--- src/verilog/dmc_pkg.sv ---
// Shared constants for the mode-register, driver calibration and termination block.
// Assumes a single 50 MHz clock domain and command pins sampled on its rising edge.
package dmc_pkg;

  // ****************************************
  // Command and field layout
  // ****************************************
  localparam int          ADDR_W          = 14;
  localparam int          CAL_LSB         = 7;
  localparam int          CAL_MSB         = 9;
  localparam int          RTT_LO_BIT      = 2;
  localparam int          RTT_HI_BIT      = 6;
  localparam int          READ_STROBE_COMPLEMENT_EN_BIT     = 11;
  localparam int          DLL_DIS_BIT     = 0;
  localparam logic [1:0]  BANK_EMR1       = 2'h1;
  localparam logic [1:0]  BANK_EMR2       = 2'h2;
  localparam logic [1:0]  BANK_EMR3       = 2'h3;

  // ****************************************
  // Calibration mode codes
  // ****************************************
  localparam logic [2:0]  CAL_EXIT        = 3'h0;
  localparam logic [2:0]  CAL_DRIVE_HIGH  = 3'h1;
  localparam logic [2:0]  CAL_DRIVE_LOW   = 3'h2;
  localparam logic [2:0]  CAL_ADJUST      = 3'h4;
  localparam logic [2:0]  CAL_DEFAULT     = 3'h7;

  // ****************************************
  // Adjust codes, bit time 0 in the msb
  // ****************************************
  localparam logic [3:0]  ADJ_NOP         = 4'h0;
  localparam logic [3:0]  ADJ_PU_INC      = 4'h1;
  localparam logic [3:0]  ADJ_PU_DEC      = 4'h2;
  localparam logic [3:0]  ADJ_PD_INC      = 4'h4;
  localparam logic [3:0]  ADJ_PD_DEC      = 4'h8;
  localparam logic [3:0]  ADJ_BOTH_INC    = 4'h5;
  localparam logic [3:0]  ADJ_PU_DEC_PD_INC = 4'h6;
  localparam logic [3:0]  ADJ_PU_INC_PD_DEC = 4'h9;
  localparam logic [3:0]  ADJ_BOTH_DEC    = 4'ha;

  // ****************************************
  // Strength range and defaults
  // ****************************************
  localparam int          STEP_W          = 4;
  localparam logic [3:0]  STEP_MAX        = 4'hf;
  localparam logic [3:0]  STEP_DEFAULT    = 4'h8;

  // ****************************************
  // Termination selection
  // ****************************************
  localparam logic [1:0]  RTT_OFF         = 2'h0;
  localparam logic [1:0]  RTT_75          = 2'h1;
  localparam logic [1:0]  RTT_150         = 2'h2;
  localparam logic [1:0]  RTT_50          = 2'h3;

  // ****************************************
  // Timing
  // ****************************************
  localparam int          CLK_MHZ         = 50;
  localparam int          IMP_TEST_NS     = 12;
  localparam int          IMP_TEST_CYC    = (IMP_TEST_NS * CLK_MHZ + 999) / 1000;
  localparam int          DLL_LOCK_CYC    = 200;

  typedef enum logic [1:0] {
    DMC_DRV_OFF   = 2'b00,
    DMC_DRV_HIGH  = 2'b01,
    DMC_DRV_LOW   = 2'b10
  } dmc_drive_t;

endpackage : dmc_pkg

--- src/verilog/dmc_mode_ctl.sv ---
// Mode-register decode, driver calibration and termination switching.
// Assumes command pins are synchronous to mclk_in; odt pin is asynchronous.
// Notes on behaviour
// RL1: Controller keeps loop enabled for normal work.
// RL2: Self-refresh turns loop off, exit restores.
// RL3: Controller waits 200 clocks before reads.
// RL4: Register 2 loads on bank code two.
// RL5: Controller precharges, clock enable high first.
// RL6: Register 2 reserved bits written zero.
// RL7: Register 3 written all zero.
// RL8: Every calibration command followed by exit.
// RL9: Main register programmed before adjustment.
// RL10: Decode calibration field into five modes.
// RL11: Default setting followed by exit code.
// RL12: Drive high or low levels on outputs.
// RL13: Drivers follow command after test delay.
// RL14: Controller sets burst four before adjust.
// RL15: Same code on all lines, fixed order.
// RL16: Decode adjust code into pull steps.
// RL17: One shared strength for all outputs.
// RL18: Strength saturates within sixteen steps.
// RL19: Controller delivers code at write latency.
// RL20: Termination pin switches all pin terminations.
// RL21: No termination during self-refresh.
// RL22: Nominal field picks one switch pair.
// RL23: Nominal field from address bits two, six.
// RL24: Calibration field from register 1 bits.
// RL25: Reserved values leave strengths unchanged.
module dmc_mode_ctl (
  input  wire logic                      mclk_in,
  input  wire logic                      rst_n_in,
  input  wire logic                      cmd_valid_in,
  input  wire logic                      cs_n_in,
  input  wire logic                      ras_n_in,
  input  wire logic                      cas_n_in,
  input  wire logic                      we_n_in,
  input  wire logic [1:0]                bank_sel_in,
  input  wire logic [dmc_pkg::ADDR_W-1:0] addr_in,
  input  wire logic                      self_refresh_enter_in,
  input  wire logic                      self_refresh_exit_in,
  input  wire logic                      code_valid_in,
  input  wire logic [3:0]                code_in,
  input  wire logic                      on_die_termination_ctl_in,
  output logic                           dll_on_out,
  output logic                           self_refresh_out,
  output logic [dmc_pkg::ADDR_W-1:0]     emr2_out,
  output logic [dmc_pkg::ADDR_W-1:0]     emr3_out,
  output logic [2:0]                     cal_mode_out,
  output logic                           drive_en_out,
  output logic                           drive_level_out,
  output logic                           strobe_level_out,
  output logic                           strobe_n_level_out,
  output logic                           read_strobe_drive_out,
  output logic [dmc_pkg::STEP_W-1:0]     pull_up_out,
  output logic [dmc_pkg::STEP_W-1:0]     pull_down_out,
  output logic [2:0]                     term_switch_out,
  output logic                           term_on_out
);

  // ****************************************
  // State
  // ****************************************
  typedef struct packed {
    logic [1:0]                  odt_sync;
    logic                        dll_dis;
    logic                        sref;
    logic [dmc_pkg::ADDR_W-1:0]  emr2;
    logic [dmc_pkg::ADDR_W-1:0]  emr3;
    logic [2:0]                  cal_mode;
    logic [1:0]                  rtt;
    logic                        read_strobe_complement_en;
    dmc_pkg::dmc_drive_t         drv_target;
    dmc_pkg::dmc_drive_t         drv_now;
    logic [7:0]                  drv_cnt;
    logic [dmc_pkg::STEP_W-1:0]  pull_up;
    logic [dmc_pkg::STEP_W-1:0]  pull_down;
    logic [2:0]                  term_switch;
    logic                        term_on;
    logic                        dll_on;
    logic                        drive_en;
    logic                        drive_lvl;
    logic                        strobe_lvl;
    logic                        strobe_n_lvl;
    logic                        read_strobe_complement_drive;
  } dmc_state_t;

  localparam logic [7:0] IMP_CNT = 8'(dmc_pkg::IMP_TEST_CYC);

  dmc_state_t st;
  dmc_state_t next_st;

  logic                       extended_mode_load_cmd_cmd;
  logic                       pu_inc;
  logic                       pu_dec;
  logic                       pd_inc;
  logic                       pd_dec;
  logic [dmc_pkg::STEP_W-1:0] pu_next;
  logic [dmc_pkg::STEP_W-1:0] pd_next;
  logic [2:0]                 cal_field;

  assign extended_mode_load_cmd_cmd  = cmd_valid_in && !cs_n_in && !ras_n_in && !cas_n_in && !we_n_in;
  assign cal_field = addr_in[dmc_pkg::CAL_MSB:dmc_pkg::CAL_LSB]; // RL24

  // ****************************************
  // Adjust code decode
  // ****************************************
  always_comb begin
    pu_inc = 1'b0;
    pu_dec = 1'b0;
    pd_inc = 1'b0;
    pd_dec = 1'b0;
    if (code_valid_in && st.cal_mode == dmc_pkg::CAL_ADJUST) begin
      case (code_in) // RL16
        dmc_pkg::ADJ_PU_INC:        pu_inc = 1'b1;
        dmc_pkg::ADJ_PU_DEC:        pu_dec = 1'b1;
        dmc_pkg::ADJ_PD_INC:        pd_inc = 1'b1;
        dmc_pkg::ADJ_PD_DEC:        pd_dec = 1'b1;
        dmc_pkg::ADJ_BOTH_INC: begin
          pu_inc = 1'b1;
          pd_inc = 1'b1;
        end
        dmc_pkg::ADJ_PU_DEC_PD_INC: begin
          pu_dec = 1'b1;
          pd_inc = 1'b1;
        end
        dmc_pkg::ADJ_PU_INC_PD_DEC: begin
          pu_inc = 1'b1;
          pd_dec = 1'b1;
        end
        dmc_pkg::ADJ_BOTH_DEC: begin
          pu_dec = 1'b1;
          pd_dec = 1'b1;
        end
        default: ; // RL25
      endcase
    end
  end

  dmc_strength_step #(.W(dmc_pkg::STEP_W)) u_pu (
    .cur_in   (st.pull_up),
    .inc_in   (pu_inc),
    .dec_in   (pu_dec),
    .next_out (pu_next)
  );

  dmc_strength_step #(.W(dmc_pkg::STEP_W)) u_pd (
    .cur_in   (st.pull_down),
    .inc_in   (pd_inc),
    .dec_in   (pd_dec),
    .next_out (pd_next)
  );

  // ****************************************
  // Next state
  // ****************************************
  always_comb begin
    next_st = st;
    next_st.odt_sync = {st.odt_sync[0], on_die_termination_ctl_in};
    next_st.pull_up   = pu_next; // RL17
    next_st.pull_down = pd_next; // RL17
    if (self_refresh_enter_in) begin
      next_st.sref = 1'b1; // RL2
    end else if (self_refresh_exit_in) begin
      next_st.sref = 1'b0; // RL2
    end
    if (extended_mode_load_cmd_cmd && !st.sref) begin
      case (bank_sel_in)
        dmc_pkg::BANK_EMR1: begin
          next_st.dll_dis = addr_in[dmc_pkg::DLL_DIS_BIT];
          next_st.rtt     = {addr_in[dmc_pkg::RTT_HI_BIT], addr_in[dmc_pkg::RTT_LO_BIT]}; // RL23
          next_st.read_strobe_complement_en = addr_in[dmc_pkg::READ_STROBE_COMPLEMENT_EN_BIT];
          case (cal_field) // RL10
            dmc_pkg::CAL_EXIT: begin
              next_st.cal_mode   = cal_field;
              next_st.drv_target = dmc_pkg::DMC_DRV_OFF;
            end
            dmc_pkg::CAL_DRIVE_HIGH: begin
              next_st.cal_mode   = cal_field;
              next_st.drv_target = dmc_pkg::DMC_DRV_HIGH;
            end
            dmc_pkg::CAL_DRIVE_LOW: begin
              next_st.cal_mode   = cal_field;
              next_st.drv_target = dmc_pkg::DMC_DRV_LOW;
            end
            dmc_pkg::CAL_ADJUST: begin
              next_st.cal_mode = cal_field;
            end
            dmc_pkg::CAL_DEFAULT: begin
              next_st.cal_mode  = cal_field;
              next_st.pull_up   = dmc_pkg::STEP_DEFAULT;
              next_st.pull_down = dmc_pkg::STEP_DEFAULT;
            end
            default: ; // RL25
          endcase
        end
        dmc_pkg::BANK_EMR2: next_st.emr2 = addr_in; // RL4
        dmc_pkg::BANK_EMR3: next_st.emr3 = addr_in;
        default: ;
      endcase
    end
    // Delayed driver turn-on and turn-off
    if (st.drv_target != st.drv_now) begin
      if (st.drv_cnt + 8'h01 >= IMP_CNT) begin
        next_st.drv_now = st.drv_target; // RL13
        next_st.drv_cnt = 8'h00;
      end else begin
        next_st.drv_cnt = st.drv_cnt + 8'h01; // RL13
      end
    end else begin
      next_st.drv_cnt = 8'h00;
    end
    if (next_st.drv_target != st.drv_target) begin
      next_st.drv_cnt = 8'h00;
    end
    // Termination from pin, forced off in self-refresh
    next_st.term_on = st.odt_sync[1] && !st.sref && st.rtt != dmc_pkg::RTT_OFF; // RL20 RL21
    case (st.rtt) // RL22
      dmc_pkg::RTT_75:  next_st.term_switch = next_st.term_on ? 3'h1 : 3'h0;
      dmc_pkg::RTT_150: next_st.term_switch = next_st.term_on ? 3'h2 : 3'h0;
      dmc_pkg::RTT_50:  next_st.term_switch = next_st.term_on ? 3'h4 : 3'h0;
      default:          next_st.term_switch = 3'h0;
    endcase
    // Output flops, loaded from the next state so timing is unchanged
    next_st.dll_on       = !next_st.dll_dis && !next_st.sref; // RL2
    next_st.drive_en     = next_st.drv_now != dmc_pkg::DMC_DRV_OFF; // RL13
    next_st.drive_lvl    = next_st.drv_now == dmc_pkg::DMC_DRV_HIGH; // RL12
    next_st.strobe_lvl   = next_st.drv_now == dmc_pkg::DMC_DRV_HIGH; // RL12
    next_st.strobe_n_lvl = next_st.drv_now == dmc_pkg::DMC_DRV_LOW; // RL12
    next_st.read_strobe_complement_drive   = next_st.read_strobe_complement_en && next_st.drv_now != dmc_pkg::DMC_DRV_OFF; // RL12
  end

  always_ff @(posedge mclk_in or negedge rst_n_in) begin
    if (!rst_n_in) begin
      st <= '{odt_sync: 2'h0, dll_dis: 1'b0, sref: 1'b0, emr2: '0, emr3: '0,
              cal_mode: dmc_pkg::CAL_EXIT, rtt: dmc_pkg::RTT_OFF, read_strobe_complement_en: 1'b0,
              drv_target: dmc_pkg::DMC_DRV_OFF, drv_now: dmc_pkg::DMC_DRV_OFF,
              drv_cnt: 8'h00, pull_up: dmc_pkg::STEP_DEFAULT,
              pull_down: dmc_pkg::STEP_DEFAULT, term_switch: 3'h0, term_on: 1'b0,
              dll_on: 1'b1, drive_en: 1'b0, drive_lvl: 1'b0, strobe_lvl: 1'b0,
              strobe_n_lvl: 1'b0, read_strobe_complement_drive: 1'b0};
    end else begin
      st <= next_st;
    end
  end

  // ****************************************
  // Outputs
  // ****************************************
  assign dll_on_out            = st.dll_on; // RL2
  assign self_refresh_out      = st.sref;
  assign emr2_out              = st.emr2;
  assign emr3_out              = st.emr3;
  assign cal_mode_out          = st.cal_mode;
  assign drive_en_out          = st.drive_en;
  assign drive_level_out       = st.drive_lvl; // RL12
  assign strobe_level_out      = st.strobe_lvl; // RL12
  assign strobe_n_level_out    = st.strobe_n_lvl; // RL12
  assign read_strobe_drive_out = st.read_strobe_complement_drive; // RL12
  assign pull_up_out           = st.pull_up;
  assign pull_down_out         = st.pull_down;
  assign term_switch_out       = st.term_switch;
  assign term_on_out           = st.term_on;

endmodule : dmc_mode_ctl

--- src/verilog/dmc_strength_step.sv ---
// Saturating up/down step for one driver strength setting.
// Assumes the caller applies the result on its own clock.
module dmc_strength_step #(
  parameter int W = 4
) (
  input  wire logic [W-1:0] cur_in,
  input  wire logic         inc_in,
  input  wire logic         dec_in,
  output logic      [W-1:0] next_out
);

  if (W < 2) begin : g_bad_width
    $error("dmc_strength_step: width too small");
  end

  // Limits hold, further steps ignored
  always_comb begin
    next_out = cur_in;
    if (inc_in && !dec_in && cur_in != {W{1'b1}}) begin
      next_out = cur_in + {{(W-1){1'b0}}, 1'b1}; // RL18
    end else if (dec_in && !inc_in && cur_in != {W{1'b0}}) begin
      next_out = cur_in - {{(W-1){1'b0}}, 1'b1}; // RL18
    end
  end

endmodule : dmc_strength_step

--- config.mk ---
export PLATFORM = sky130hd
export DESIGN_NAME = dmc_mode_ctl
export DESIGN_NICKNAME = d
export VERILOG_FILES = /design/src/verilog/dmc_pkg.sv /design/src/verilog/dmc_mode_ctl.sv /design/src/verilog/dmc_strength_step.sv
export SDC_FILE = /design/constraint.sdc
export NUM_CORES = 1
export LEC_CHECK = 0
export BUFFER_PORTS_ARGS = -buffer_cell sky130_fd_sc_hd__buf_2
export CORE_MARGIN = 2
export CORE_UTILIZATION = 57
export DETAILED_ROUTE_END_ITERATION = 10
export PLACE_DENSITY_LB_ADDON = 0.15
export SLEW_MARGIN = 20
export SYNTH_ARGS = -nofsm -noshare
export SYNTH_HDL_FRONTEND = slang
export SYNTH_SLANG_ARGS = --single-unit
--- constraint.sdc ---
create_clock -name mclk_in -period 4.2 [get_ports mclk_in]
set_clock_uncertainty 0.15 [all_clocks]
set_input_delay 0.21 -clock mclk_in [delete_from_list [all_inputs] [get_ports mclk_in]]
set_output_delay 0.21 -clock mclk_in [all_outputs]
set_load 0.01 [all_outputs]
* Yosys cells after proc, flatten, opt, wreduce, memory -nomap -nowiden *
Index checks and enable logic that the tools add are counted.
Widths: inputs -> output; s select.

storage, ports and cells
  bits in registers = 67
  logic and storage cells = 125
  input bits = 31
  output and inout bits = 50

operators by class
  add/subtract/negate cells = 5
  $lt $le $gt $ge = 1
  mux-type cells = 31
  reductions and logical operators = 43
  equality and inequality tests = 25

operators with widths
  kind                 count
  $mux 8               6
  $logic_and 1x1->1    18
  $mux 4               4
  $mux 1               13
  $eq 4x3->1 const B   3
  $eq 4x4->1 const B   3
  $reduce_or 3->1      4
  $logic_not 1->1      11
  $eq 2x2->1 const B   5
  $eq 3x3->1 const B   3
  $mux 3               3
  $pmux 3 s3           1
  $add 4x1->4 const B  2
  $add 8x1->8 const B  1
  $ge 8x1->1 const B   1
  $ne 4x4->1 const B   2
  $reduce_bool 4->1    2
  $sub 4x1->4 const B  2
  $eq 2x1->1 const B   3
  $mux 2               3
  $pmux 2 s3           1
  $reduce_and 2->1     3
  $reduce_or 5->1      1
  $eq 4x1->1 const B   1
  7 further kinds      9

* Logic depth before layout (Yosys ltp) *
  word-level depth = 12
  gate-level depth with buffers = 7
  mapped depth without buffers = 6

* Cells and area by module *
A second synthesis with hierarchy kept.

second synthesis, totals
  cells, all modules = 332
  area, all modules = 3570.9 µm²

modules (own cells, without submodules)
  module             sequential area each (µm²)  instances  cells an instance  area an instance (µm²)
  dmc_mode_ctl       1680.4                      1          260                3110.5
  dmc_strength_step  0.0                         2          36                 230.2

* Least setup slack after synthesis *
Ideal clock, no wire load.

  kind = register -> register
  start = register st[18] (netlist name)
  end = register st[26] (netlist name)
  setup slack = 2.221 ns
  clock period less this slack = 1.979 ns
  setup time = 0.127 ns
  data arrival time = 1.701 ns
  data required time = 3.923 ns
  cell stages (with the launch flop) = 6
  path buffers = 0
  path through = dfrtp_1 ha_1 xnor2_1 o2111ai_1 a211oi_4 mux2_1

RTL lines
  element                 RTL line             text
  from (decl)             dmc_mode_ctl.sv:89   dmc_state_t st;
  from (signal assigned)  dmc_mode_ctl.sv:234  st <= '{odt_sync: 2'h0, dll_dis: 1'b0, sref: 1'b0, emr2: '0, emr3: '0,
  from (signal assigned)  dmc_mode_ctl.sv:242  st <= next_st;

==> metrics.yaml <==
status: "finished, final reports clean"
postRouteAntennaNets: 0
root_buffer: "clkbuf_8"
globalRoute.totalOverflow: 0
ys_ff_latch: 67
dieArea_um2: 6760
globalplace.congestion: 0.803
power_mw: 1.58
finalSetupTns_ns: 0
yosysMostFrequentCell: "dfrtp_1"
grtUsageTotal_pct: 20.4
clkSinkCount: 67
routed_via_density: 5.28
fillerInstances: 453
synthCells: 288
drive_gt1_share_pct: 37.0
startpoint_type: "flop"
die_w_um: 82.2
ff2ff_path_depth: 5
period_needed_ns: 2.11
ys_top_cells_by_area: "dfrtp_1 46%, buf_4 9.3%, mux2_1 7.1%"
place_hpwl_mm: 4.41
clk_path_buf_depth: 2
diodes: 0
cp_slowest_cell: "a211oi_4"
p_per_area_nw_per_um2: 398
synth_common_cells: "64 x dfrtp_1, 43 x buf_4, 22 x mux2_1"
leakagePower_nw: 2.07
remaining_drc_errors: 0
syn_to_final_growth_pct: 13.6
grt_pass1_vias: 2258
vdd_drop_max_mv: 0.314
synth-edff-count: 0
synth_area_um2: 3490
path_clk_slew_ns: 0.08
drt_iter0_markers: 54
initial_core_util_pct: 58.9
end_kind: "flop"
crit_start: "st[18]"
crit_type: "flop to flop"
maxClockFrequency_mhz: 473
hold_violations: 0
final_nets: 387
synth_flop_cell: "dfrtp_1"
slew_headroom_pct: 57.0
postCtsResizedCells: 0
worstHoldPathCells: 3
worstMarginPinSlew_ns: 0.645
yosysTopAreaCell: "dfrtp_1"
postSynthAreaPerCell_um2: 12.1
synth_top_cell_area_share_pct: 45.9
grt_first_pass_wirelength_mm: 10.4
ys_types: 61
cts_tree: "yes"
vias: 2263
setup_violations: 0
drv_cap: 0
core_um2: 5920
r2r_start: "st[18]"
worstPathMaxFanout: 8
yosysSeqAreaShare_pct: 48.2
max_stage_delay_ns: 0.45
slew_viol_final: 0
async_reset_ff_share_pct: 100
synth_warnings: 0
rsz0062_at_grt: "false"
rrSetupSlack_ns: 2.09
cts_buffers: 9
required_ns: 4.27
r2r-end: "st[26]"
worstSetupEndpoint: "st[26]"
dieHeight_um: 82.2
htree_num_levels: 3
cp_data_arrival_time_ns: 2.18
clk_latency_ns: 0.34
grt_max_degree: 41
fin_crit_sh_pct: 50.3
std_cell_rows: 28
dr.pass1.iters: 4
antenna_found_initial: 0
drt-total-wl_mm: 6.22
io_buffers: 80
crit_chain: "ha_1, xnor2_1, o2111ai_1, a211oi_4, mux2_1"
io_pins: 81
hold_path_class: "input port to flop"
wire_per_inst_um: 14.5
## layout by cell type, fill, tap and decap left out, types with 2 or more instances in the layout
| cell | instances |
|---|---|
| a211oi_1 | 3 |
| a22oi_1 | 2 |
| a31o_2 | 2 |
| a32oi_1 | 2 |
| and3_1 | 3 |
| and4_1 | 5 |
| buf_2 | 80 |
| clkbuf_8 | 10 |
| conb_1 | 6 |
| dfrtp_1 | 64 |
| dfstp_2 | 3 |
| dlygate4sd3_1 | 14 |
| ha_1 | 7 |
| inv_1 | 8 |
| inv_6 | 3 |
| mux2_1 | 22 |
| mux2_2 | 12 |
| mux2i_1 | 6 |
| nand2_1 | 7 |
| nand2b_1 | 5 |
| nand3_1 | 7 |
| nor2_1 | 9 |
| nor2b_1 | 9 |
| nor3_1 | 8 |
| nor4b_4 | 2 |
| o211a_1 | 2 |
| o21a_1 | 5 |
| o21ai_0 | 4 |
| o21bai_1 | 2 |
| or2_1 | 3 |
| or2_2 | 2 |
| or3b_1 | 2 |
| xor2_1 | 2 |
## worst max-delay path, delay by kind of cell (launching register included)
family | cells | cell delay (ns)
adder cells (fa/ha/maj) | 1 | 0.26
multiplexers | 1 | 0.37
XOR/XNOR | 1 | 0.16
AO/OA/AOI/OAI | 2 | 0.64
flip-flops | 1 | 0.43
## timing repair
| action | in CTS | in global routing |
|---|---|---|
| hold buffers | 14 | 0 |
| hold endpoints to repair | 53 | 0 |
| buffers inserted | 0 | 0 |
## flip-flops by register name, indices dropped and copies added, names as in the netlist
| name | flops |
|---|---|
| dll_on_out | 1 |
| read_strobe_drive_out | 1 |
| self_refresh_out | 1 |
| strobe_n_level_out | 1 |
| drive_en_out | 1 |
| next_st | 1 |
| pull_down_out | 4 |
| st | 17 |
| term_switch_out | 3 |
| pull_up_out | 4 |
| emr2_out | 14 |
| emr3_out | 14 |
| strobe_level_out | 1 |
| term_on_out | 1 |
| cal_mode_out | 3 |
## worst min-delay path by stage
stage               slack (ns)            startpoint                to
finish                    0.02  self_refresh_exit_in  self_refresh_out
global route              0.04  self_refresh_exit_in  self_refresh_out
CTS                      0.003  self_refresh_exit_in  self_refresh_out
detailed placement        0.12              rst_n_in    pull_up_out[0]
global placement          0.13              rst_n_in    pull_up_out[0]
floorplan                -0.24              rst_n_in   cal_mode_out[0]
## metrics by stage
stage	cell area (µm²)	hold WS, ns	instances	util [%]	setup slack (ns)
floorplan	3510	-0.236	293	-	2.22
global placement	3640	0.130	399	61.4	2.12
detailed placement	3640	0.123	399	61.4	2.09
CTS	3960	0.00304	429	66.9	2.07
global route	3960	0.0443	429	66.9	1.95
finish	3960	0.0179	429	66.9	2.09
## final cells by class
| type | instances | area, µm² | share of cell area [%] |
|---|---|---|---|
| Sequential cell | 67 | 1680 | 42.4 |
| Inverter | 8 | 30.0 | 0.758 |
| Timing Repair Buffer | 95 | 548 | 13.8 |
| Tap cell | 75 | 93.8 | 2.37 |
| Clock inverter | 6 | 47.5 | 1.20 |
| Clock buffer | 10 | 138 | 3.47 |
| Multi-Input combinational cell | 168 | 1420 | 35.9 |
## layer usage
layer,part of all wire [%],global-route usage (%)
met3,5.5,6.41
met2,48,33.1
met5,0,0
met1,45,25.7
met4,1.5,7.33
## kinds of logic after synthesis
logic type / count (synthesis) / share of synthesized area, %
other: 1 / 0.108
adder cells (fa/ha/maj): 7 / 2.51
buffers and inverters: 58 / 11.5
multiplexers: 41 / 13.1
XOR/XNOR: 3 / 0.754
AND/OR/NAND/NOR: 77 / 15.8
flip-flops: 67 / 48.2
AO/OA/AOI/OAI: 34 / 7.97
## where the power goes
group / internal (mW) / switching [mW]
combinational: 0.146 / 0.149
clock: 0.236 / 0.262
sequential: 0.713 / 0.0712
total: 1.10 / 0.482
No activity file was read; power rests on OpenSTA's default activity.
